`src/dcspi_pkg.sv`:
```
package dcspi_pkg;

  // Shift register width and frame length checking.
  localparam int DCSPI_WORD_W = 16;
  localparam int DCSPI_FRAME_BASE = 16;
  localparam int DCSPI_GROUP = 8;
  localparam int DCSPI_CNT_W = 5;
  localparam logic [DCSPI_CNT_W-1:0] DCSPI_CNT_BASE = 5'h10;
  localparam logic [DCSPI_CNT_W-1:0] DCSPI_CNT_LAST = 5'h17;
  localparam logic [DCSPI_CNT_W-1:0] DCSPI_CNT_RESET = 5'h00;

  // Reset values of the word registers.
  localparam logic [DCSPI_WORD_W-1:0] DCSPI_WORD_RESET = 16'h0000;

  // Pin vector layout: select, shift clock, serial input.
  localparam int DCSPI_PIN_W = 3;
  localparam int DCSPI_PIN_CS = 2;
  localparam int DCSPI_PIN_SCLK = 1;
  localparam int DCSPI_PIN_SI = 0;
  localparam logic [DCSPI_PIN_W-1:0] DCSPI_PIN_RESET = 3'h4;

  // Port control states, Gray coded along the frame.
  typedef enum logic [1:0]
  {
    DCSPI_IDLE = 2'h0,
    DCSPI_SHIFT = 2'h1,
    DCSPI_CHECK = 2'h3
  } dcspi_state_type;

endpackage : dcspi_pkg

```
`src/dcspi_pins_if.sv`:
```
`timescale 1ns/100ps

interface dcspi_pins_if;
  logic cs_n;
  logic sclk_lvl;
  logic si_lvl;
  logic cs_fall;
  logic cs_rise;
  logic sclk_rise;
  logic sclk_fall;

  modport src
  (
    output cs_n,
    output sclk_lvl,
    output si_lvl,
    output cs_fall,
    output cs_rise,
    output sclk_rise,
    output sclk_fall
  );

  modport dst
  (
    input cs_n,
    input sclk_lvl,
    input si_lvl,
    input cs_fall,
    input cs_rise,
    input sclk_rise,
    input sclk_fall
  );
endinterface : dcspi_pins_if

```
`src/dcspi_slave.sv`:
```
`timescale 1ns/100ps

// Operation
// - Four-wire full duplex serial slave port.
// - Select fall starts, select rise ends frame.
// - Capture on clock fall, launch on rise.
// - Select high: ignore pins, output released.
// - Select fall loads response into shifter.
// - Select fall drives error OR input level.
// - Sleep keeps output released, no transfer.
// - Valid length: sixteen plus nonzero eights.
// - Bad length sets error, drops command.
// - Valid end hands shifter word out.
// - Most significant bit first both ways.
// - Control bits lead, data bits follow.
// - Sixteen-bit shifter, one bit per clock.

module dcspi_slave
  import dcspi_pkg::*;
(
  input wire logic clk,
  input wire logic nrst,
  input wire logic chip_select_n,
  input wire logic sclk,
  input wire logic si,
  input wire logic sleep_mode,
  input wire logic [DCSPI_WORD_W-1:0] response_word,
  input wire logic ter_clear,
  output logic so_out,
  output logic so_oe,
  output logic [DCSPI_WORD_W-1:0] cmd_word,
  output logic cmd_strobe,
  output logic transfer_error_flag,
  output logic frame_active
);

  dcspi_pins_if pins();

  dcspi_state_type state_q;
  dcspi_state_type state_d;
  logic [DCSPI_WORD_W-1:0] shreg_q;
  logic [DCSPI_WORD_W-1:0] shreg_d;
  logic [DCSPI_CNT_W-1:0] cnt_q;
  logic [DCSPI_CNT_W-1:0] cnt_d;
  logic more_q;
  logic more_d;
  logic bad_q;
  logic bad_d;
  logic so_q;
  logic so_d;
  logic oe_q;
  logic oe_d;
  logic [DCSPI_WORD_W-1:0] cmd_q;
  logic [DCSPI_WORD_W-1:0] cmd_d;
  logic strobe_q;
  logic strobe_d;
  logic ter_q;
  logic ter_d;
  logic start;
  logic ok;

  // Length is good when only whole groups, at least one, followed the base pulses.
  function automatic logic frame_ok
  (
    input logic [DCSPI_CNT_W-1:0] cnt,
    input logic more
  );
    frame_ok = more && (cnt == DCSPI_CNT_BASE);
  endfunction : frame_ok

  // Pin synchronisers and edge finders.
  dcspi_sync u_sync
  (
    .clk(clk),
    .nrst(nrst),
    .chip_select_n(chip_select_n),
    .sclk(sclk),
    .si(si),
    .pins(pins)
  );

  assign start = (state_q == DCSPI_IDLE) && pins.cs_fall && !sleep_mode;
  assign ok = frame_ok(cnt_q, more_q) && !bad_q;

  always_comb
  begin
    state_d = state_q;
    shreg_d = shreg_q;
    cnt_d = cnt_q;
    more_d = more_q;
    bad_d = bad_q;
    so_d = so_q;
    oe_d = oe_q;
    cmd_d = cmd_q;
    strobe_d = 1'b0;
    ter_d = ter_q;
    if (ter_clear)
    begin
      ter_d = 1'b0;
    end
    case (state_q)
      DCSPI_IDLE:
      begin
        oe_d = 1'b0;
        if (start)
        begin
          state_d = DCSPI_SHIFT;
          shreg_d = response_word;
          cnt_d = DCSPI_CNT_RESET;
          more_d = 1'b0;
          bad_d = pins.sclk_lvl;
          oe_d = 1'b1;
          so_d = ter_q | pins.si_lvl;
        end
      end
      DCSPI_SHIFT:
      begin
        if (sleep_mode)
        begin
          state_d = DCSPI_IDLE;
          oe_d = 1'b0;
        end
        else if (pins.cs_rise)
        begin
          state_d = DCSPI_CHECK;
          oe_d = 1'b0;
          bad_d = bad_q | pins.sclk_lvl;
        end
        else
        begin
          if (pins.sclk_rise)
          begin
            so_d = shreg_q[DCSPI_WORD_W-1];
          end
          if (pins.sclk_fall)
          begin
            shreg_d = {shreg_q[DCSPI_WORD_W-2:0], pins.si_lvl};
            if (cnt_q == DCSPI_CNT_LAST)
            begin
              cnt_d = DCSPI_CNT_BASE;
              more_d = 1'b1;
            end
            else
            begin
              cnt_d = cnt_q + 5'h01;
            end
          end
        end
      end
      DCSPI_CHECK:
      begin
        state_d = DCSPI_IDLE;
        if (ok)
        begin
          cmd_d = shreg_q;
          strobe_d = 1'b1;
        end
        else
        begin
          ter_d = 1'b1;
        end
      end
      default:
      begin
        state_d = DCSPI_IDLE;
        oe_d = 1'b0;
      end
    endcase
  end

  always_ff @(posedge clk or negedge nrst)
  begin
    if (!nrst)
    begin
      state_q <= DCSPI_IDLE;
      shreg_q <= DCSPI_WORD_RESET;
      cnt_q <= DCSPI_CNT_RESET;
      more_q <= 1'b0;
      bad_q <= 1'b0;
      so_q <= 1'b0;
      oe_q <= 1'b0;
      cmd_q <= DCSPI_WORD_RESET;
      strobe_q <= 1'b0;
      ter_q <= 1'b0;
    end
    else
    begin
      state_q <= state_d;
      shreg_q <= shreg_d;
      cnt_q <= cnt_d;
      more_q <= more_d;
      bad_q <= bad_d;
      so_q <= so_d;
      oe_q <= oe_d;
      cmd_q <= cmd_d;
      strobe_q <= strobe_d;
      ter_q <= ter_d;
    end
  end

  assign so_out = so_q;
  assign so_oe = oe_q;
  assign cmd_word = cmd_q;
  assign cmd_strobe = strobe_q;
  assign transfer_error_flag = ter_q;
  assign frame_active = (state_q == DCSPI_SHIFT);

  // The output is driven exactly while a frame is being shifted.
  property p_oe_frame;
    @(posedge clk) disable iff (!nrst)
      so_oe == (state_q == DCSPI_SHIFT);
  endproperty
  a_oe_frame: assert property (p_oe_frame)
    else $error("Output enable does not follow the frame.");

  // The output is released once the select is seen high.
  property p_select_high;
    @(posedge clk) disable iff (!nrst)
      so_oe |-> !pins.cs_n || pins.cs_rise;
  endproperty
  a_select_high: assert property (p_select_high)
    else $error("Output driven while select is high.");

  // A select fall starts driving the error flag OR the input level.
  property p_start_out;
    @(posedge clk) disable iff (!nrst)
      start |=> so_oe && (so_out == $past(ter_q | pins.si_lvl));
  endproperty
  a_start_out: assert property (p_start_out)
    else $error("Wrong first output level after select fall.");

  // A select fall loads the response word and clears the counter.
  property p_start_load;
    @(posedge clk) disable iff (!nrst)
      start |=> (shreg_q == $past(response_word))
        && (cnt_q == DCSPI_CNT_RESET)
        && !more_q;
  endproperty
  a_start_load: assert property (p_start_load)
    else $error("Shifter or counter not set up at select fall.");

  // In sleep the output is released and no frame starts.
  property p_sleep;
    @(posedge clk) disable iff (!nrst)
      sleep_mode |=> !so_oe && (state_q != DCSPI_SHIFT);
  endproperty
  a_sleep: assert property (p_sleep)
    else $error("Transfer active during sleep.");

  // A rising shift clock launches the shifter's top bit.
  property p_launch;
    @(posedge clk) disable iff (!nrst)
      (frame_active && pins.sclk_rise && !pins.cs_rise && !sleep_mode)
        |=> (so_out == $past(shreg_q[DCSPI_WORD_W-1]));
  endproperty
  a_launch: assert property (p_launch)
    else $error("Output bit not launched from the top of the shifter.");

  // A falling shift clock moves the input bit into the bottom.
  property p_capture;
    @(posedge clk) disable iff (!nrst)
      (frame_active && pins.sclk_fall && !pins.cs_rise && !sleep_mode)
        |=> (shreg_q == {$past(shreg_q[DCSPI_WORD_W-2:0]),
          $past(pins.si_lvl)});
  endproperty
  a_capture: assert property (p_capture)
    else $error("Input bit not captured at the bottom of the shifter.");

  // A select rise ends the frame with one check cycle.
  property p_end;
    @(posedge clk) disable iff (!nrst)
      (frame_active && pins.cs_rise && !sleep_mode)
        |=> (state_q == DCSPI_CHECK) ##1 (state_q == DCSPI_IDLE);
  endproperty
  a_end: assert property (p_end)
    else $error("Frame did not end after select rise.");

  // A good frame hands the shifter word out as one pulse.
  property p_cmd;
    @(posedge clk) disable iff (!nrst)
      (state_q == DCSPI_CHECK && ok)
        |=> cmd_strobe && (cmd_word == $past(shreg_q)) ##1 !cmd_strobe;
  endproperty
  a_cmd: assert property (p_cmd)
    else $error("Good frame not handed out.");

  // A bad frame raises the error flag and hands nothing out.
  property p_err;
    @(posedge clk) disable iff (!nrst)
      (state_q == DCSPI_CHECK && !ok)
        |=> transfer_error_flag && !cmd_strobe;
  endproperty
  a_err: assert property (p_err)
    else $error("Bad frame did not raise the error flag.");

  // Commands only leave after a length of sixteen plus eights.
  property p_len;
    @(posedge clk) disable iff (!nrst)
      $rose(cmd_strobe) |-> $past(more_q)
        && ($past(cnt_q) == DCSPI_CNT_BASE);
  endproperty
  a_len: assert property (p_len)
    else $error("Command taken with a wrong frame length.");

endmodule : dcspi_slave

```
`src/dcspi_sync.sv`:
```
`timescale 1ns/100ps

module dcspi_sync
  import dcspi_pkg::*;
(
  input wire logic clk,
  input wire logic nrst,
  input wire logic chip_select_n,
  input wire logic sclk,
  input wire logic si,
  dcspi_pins_if.src pins
);

  logic [DCSPI_PIN_W-1:0] meta_q;
  logic [DCSPI_PIN_W-1:0] meta_d;
  logic [DCSPI_PIN_W-1:0] sync_q;
  logic [DCSPI_PIN_W-1:0] sync_d;
  logic [DCSPI_PIN_W-1:0] prev_q;
  logic [DCSPI_PIN_W-1:0] prev_d;

  // Two stages per pin, then one more stage for edge finding.
  always_comb
  begin
    meta_d = {chip_select_n, sclk, si};
    sync_d = meta_q;
    prev_d = sync_q;
  end

  always_ff @(posedge clk or negedge nrst)
  begin
    if (!nrst)
    begin
      meta_q <= DCSPI_PIN_RESET;
      sync_q <= DCSPI_PIN_RESET;
      prev_q <= DCSPI_PIN_RESET;
    end
    else
    begin
      meta_q <= meta_d;
      sync_q <= sync_d;
      prev_q <= prev_d;
    end
  end

  assign pins.cs_n = sync_q[DCSPI_PIN_CS];
  assign pins.sclk_lvl = sync_q[DCSPI_PIN_SCLK];
  assign pins.si_lvl = sync_q[DCSPI_PIN_SI];
  assign pins.cs_fall = prev_q[DCSPI_PIN_CS] & ~sync_q[DCSPI_PIN_CS];
  assign pins.cs_rise = ~prev_q[DCSPI_PIN_CS] & sync_q[DCSPI_PIN_CS];
  assign pins.sclk_rise = ~prev_q[DCSPI_PIN_SCLK] & sync_q[DCSPI_PIN_SCLK];
  assign pins.sclk_fall = prev_q[DCSPI_PIN_SCLK] & ~sync_q[DCSPI_PIN_SCLK];

endmodule : dcspi_sync

```
`config.mk`:
```
export PLATFORM = sky130hd
export DESIGN_NAME = dcspi_slave
export DESIGN_NICKNAME = d
export VERILOG_FILES = /design/src/dcspi_pkg.sv /design/src/dcspi_pins_if.sv /design/src/dcspi_slave.sv /design/src/dcspi_sync.sv
export SDC_FILE = /design/constraint.sdc
export NUM_CORES = 1
export LEC_CHECK = 0
export ABC_AREA = 0
export ABC_CLOCK_PERIOD_IN_PS = 1750
export BUFFER_PORTS_ARGS = -buffer_cell sky130_fd_sc_hd__buf_4
export CORE_MARGIN = 1.5
export CORE_UTILIZATION = 54
export CTS_CLUSTER_SIZE = 10
export DETAILED_ROUTE_END_ITERATION = 12
export PLACE_DENSITY = 0.82
export RECOVER_POWER = 25
export SYNTH_ARGS = -nofsm -noshare
export SYNTH_HDL_FRONTEND = slang
export SYNTH_SLANG_ARGS = --single-unit
```
`constraint.sdc`:
```
create_clock -name clk -period 1.75 [get_ports clk]
set_input_delay 0.2625 -clock clk [delete_from_list [all_inputs] [get_ports clk]]
set_output_delay 0.2625 -clock clk [all_outputs]
set_load 0.01 [all_outputs]
```
==> qor.yml <==
status: "finished, final reports clean"
ant_nets: 0
setup_violations: 0
layout.nets: 269
drc_errors: 0
netlist_area_um2: 2345
cts_tree: "built"
multiInputGateArea_um2: 935.9
path_clk_slew_ns: 0.10
yosys_warnings: 0
clock_latency_ns: 0.30
synth_nets: 216
seqCellArea_um2: 1333
n_antenna_cell: 0
start_util: 0.5738
die_w_um: 68.90
cts_buffer_depth: 2
period_share: 0.9512
yosysTopAreaCell: "dfrtp_1"
p_leak_nw: 1.391
grt_pass1_wl_um: 7383
first_global_vias: 1568
slew_viol_final: 0
critical_path_class: "flop to flop"
crit_path_end_kind: "flop"
die_h_um: 68.90
antenna_found_initial: 0
synth_top_area_share: 0.5336
core_um2: 4086
grt_max_degree: 54
ir_drop_mv: 0.6705
hold_class: "input port to flop"
wl_per_cell_um: 15.34
cp_max_fo: 7
setup_tns_ns: 0
synth_seq_area_share: 0.5672
min_period_ns: 1.665
arrival_ns: 1.88
cp_slowest_stage_delay_ns: 0.59
synth_cell_types: 44
timing.fmax_mhz: 600.7
wl_um: 4525
slew_headroom: 0.5610
routed_via_density: 5.593
cap_violations: 0
layout-drive-gt1-share: 0.3633
syn_to_final_growth_pct: 23.32
synth_seq_cells: 53
detailed_place_hpwl_um: 3161
place_congestion: 0.8518
synth-edff-count: 0
io_pins: 44
rsz0062_at_grt: "no"
post_cts_buffers: 0
portBuffers: 43
synthCells: 191
async_flop_share: 1.000
finClkSkew_ns: 0.007092
critPathLaunchType: "flop"
worst_pin_slew_ns: 0.6585
power.density_nw_per_um2: 861.3
grt_util_all_layers: 0.2122
root_buffer: "clkbuf_8"
cp_slowest_cell: "dfstp_2"
die-area_um2: 4747
crit_chain: "nand2b_1, a31oi_2, or3_1, o31ai_1"
synthTopCellsByArea: "dfrtp_1 53%, mux2i_1 6.8%, mux2_4 5.8%"
drt_iter0_drc: 82
htree_levels: 2
syn_avg_cell_area_um2: 12.28
row_count: 23
finalHoldViolations: 0
cts_buffers: 5
final_area_um2: 2892
synthFlopType: "dfrtp_1"
first_pass_iters: 4
cp_data_required_time_ns: 1.96
numClockSinks: 53
placed_area_um2: 2785
overflow: 0
fill_cells: 304
vias: 1650
cell usage in the layout (no fill, tap or decap), types with 2 or more instances in the layout:
cell	instances
o21ai_0	24
buf_4	49
mux2_2	7
dfstp_2	3
mux2_4	9
nor2b_1	2
clkbuf_8	5
clkbuf_4	3
dfrtp_2	2
o21ai_1	16
mux2i_1	16
ha_1	2
buf_12	2
nand2b_1	2
nand2_1	5
inv_1	6
dfrtp_1	48
nor2_1	3
or3_1	3
nand3_1	4
o31ai_1	4
nand3b_1	2
state kept, by name, indices dropped and copies added, names as in the netlist:
register and cells:
bad_q 1, shreg_q 16, cmd_word 16, so_oe 1, state_q 2, cnt_q 5
so_out 1, u_sync.meta_q 3, transfer_error_flag 1, u_sync.prev_d 3, u_sync.prev_q 2, cmd_strobe 1
more_q 1
area by class of cell:
class                           count  share of cell area
Clock buffer                        5             0.02380
Clock inverter                      3            0.007356
Inverter                            7            0.009087
Multi-Input combinational cell    121              0.3237
Sequential cell                    53              0.4608
Tap cell                           50             0.02164
Timing Repair Buffer               56              0.1536
metrics by stage:
stage	hold WS (ns)	instances	power (W)	utilization	worst slack, ns
3_3_place_gp	0.3326	286	0.001805	0.6816	0.1381
5_1_grt	0.03879	295	0.002622	0.7076	0.006160
2_1_floorplan	-0.03309	191	0.001652	-	0.1473
6_report	0.05545	295	0.002491	0.7076	0.08535
3_5_place_dp	0.3347	286	0.001824	0.6816	0.08755
4_1_cts	0.04417	295	0.002511	0.7061	0.05708
power by group:
part	internal (W)	total, W	switching, W
Clock	0.000285	0.000692	0.000407
Combinational	0.000173	0.000349	0.000176
Sequential	0.00135	0.00145	0.0000987
timing repair:
| item | in CTS | in global routing |
|---|---|---|
| hold endpoints to repair | 5 | 0 |
| hold buffers | 1 | 0 |
| resized for setup | 0 | 3 |
| setup endpoints to repair | 0 | 2 |
critical path: cells and delay by family, from the launching register on:
family / cells / cell delay (ns)
and+or+nand+nor: 2 / 0.56
AOI/OAI and AO/OA: 2 / 0.42
DFF: 1 / 0.59
Yosys cell counts, types with 2 or more instances:
| cell type | count |
|---|---|
| inv_1 | 6 |
| nand3_1 | 4 |
| clkbuf_1 | 4 |
| dfstp_2 | 3 |
| buf_2 | 3 |
| nand2b_1 | 2 |
| or3_1 | 3 |
| o21ai_1 | 16 |
| buf_6 | 2 |
| o21ai_0 | 24 |
| mux2_4 | 9 |
| mux2i_1 | 16 |
| o31ai_1 | 4 |
| nor2b_1 | 2 |
| mux2_2 | 7 |
| dfrtp_1 | 50 |
| nor2_1 | 3 |
| nand2_1 | 5 |
| ha_1 | 2 |
| nand3b_1 | 2 |
logic make-up (layout without fill, tap and decap cells):
logic type | Yosys count | in the layout | synth area share
simple gates | 32 | 32 | 0.08805
mux | 33 | 33 | 0.1644
fa+ha+maj | 2 | 2 | 0.01067
buf+inv | 17 | 71 | 0.03681
flops | 53 | 53 | 0.5672
compound gates | 54 | 54 | 0.1329
final timing paths:
check                                           start                         end  slack, ns  cells past startpoint
max                        u_sync.prev_q[2]$_DFF_PN1_        cnt_q[3]$_DFFE_PN0P_       0.09                      4
min                                     chip_select_n  u_sync.meta_q[2]$_DFF_PN1_       0.06                      1
max reg2reg                u_sync.prev_q[2]$_DFF_PN1_        cnt_q[3]$_DFFE_PN0P_       0.09                      4
min reg2reg                u_sync.meta_q[1]$_DFF_PN0_  u_sync.prev_d[1]$_DFF_PN0_       0.36                      0
max in group asynchronous                        nrst      state_q[1]$_DFFE_PN0P_       0.75                      2
min in group asynchronous                        nrst     shreg_q[14]$_DFFE_PN0P_       0.52                      2
metal layers:
| metal | vias up | GRT usage | part of all wire |
|---|---|---|---|
| met5 | - | 0 | 0 |
| met3 | 5 | 0.04708 | 0.044 |
| met1 | 812 | 0.2846 | 0.48 |
| li1 | 787 | - | - |
| met2 | 46 | 0.3474 | 0.47 |
| met4 | 0 | 0.06127 | 0.010 |
Power figures use the tool's default switching activity.
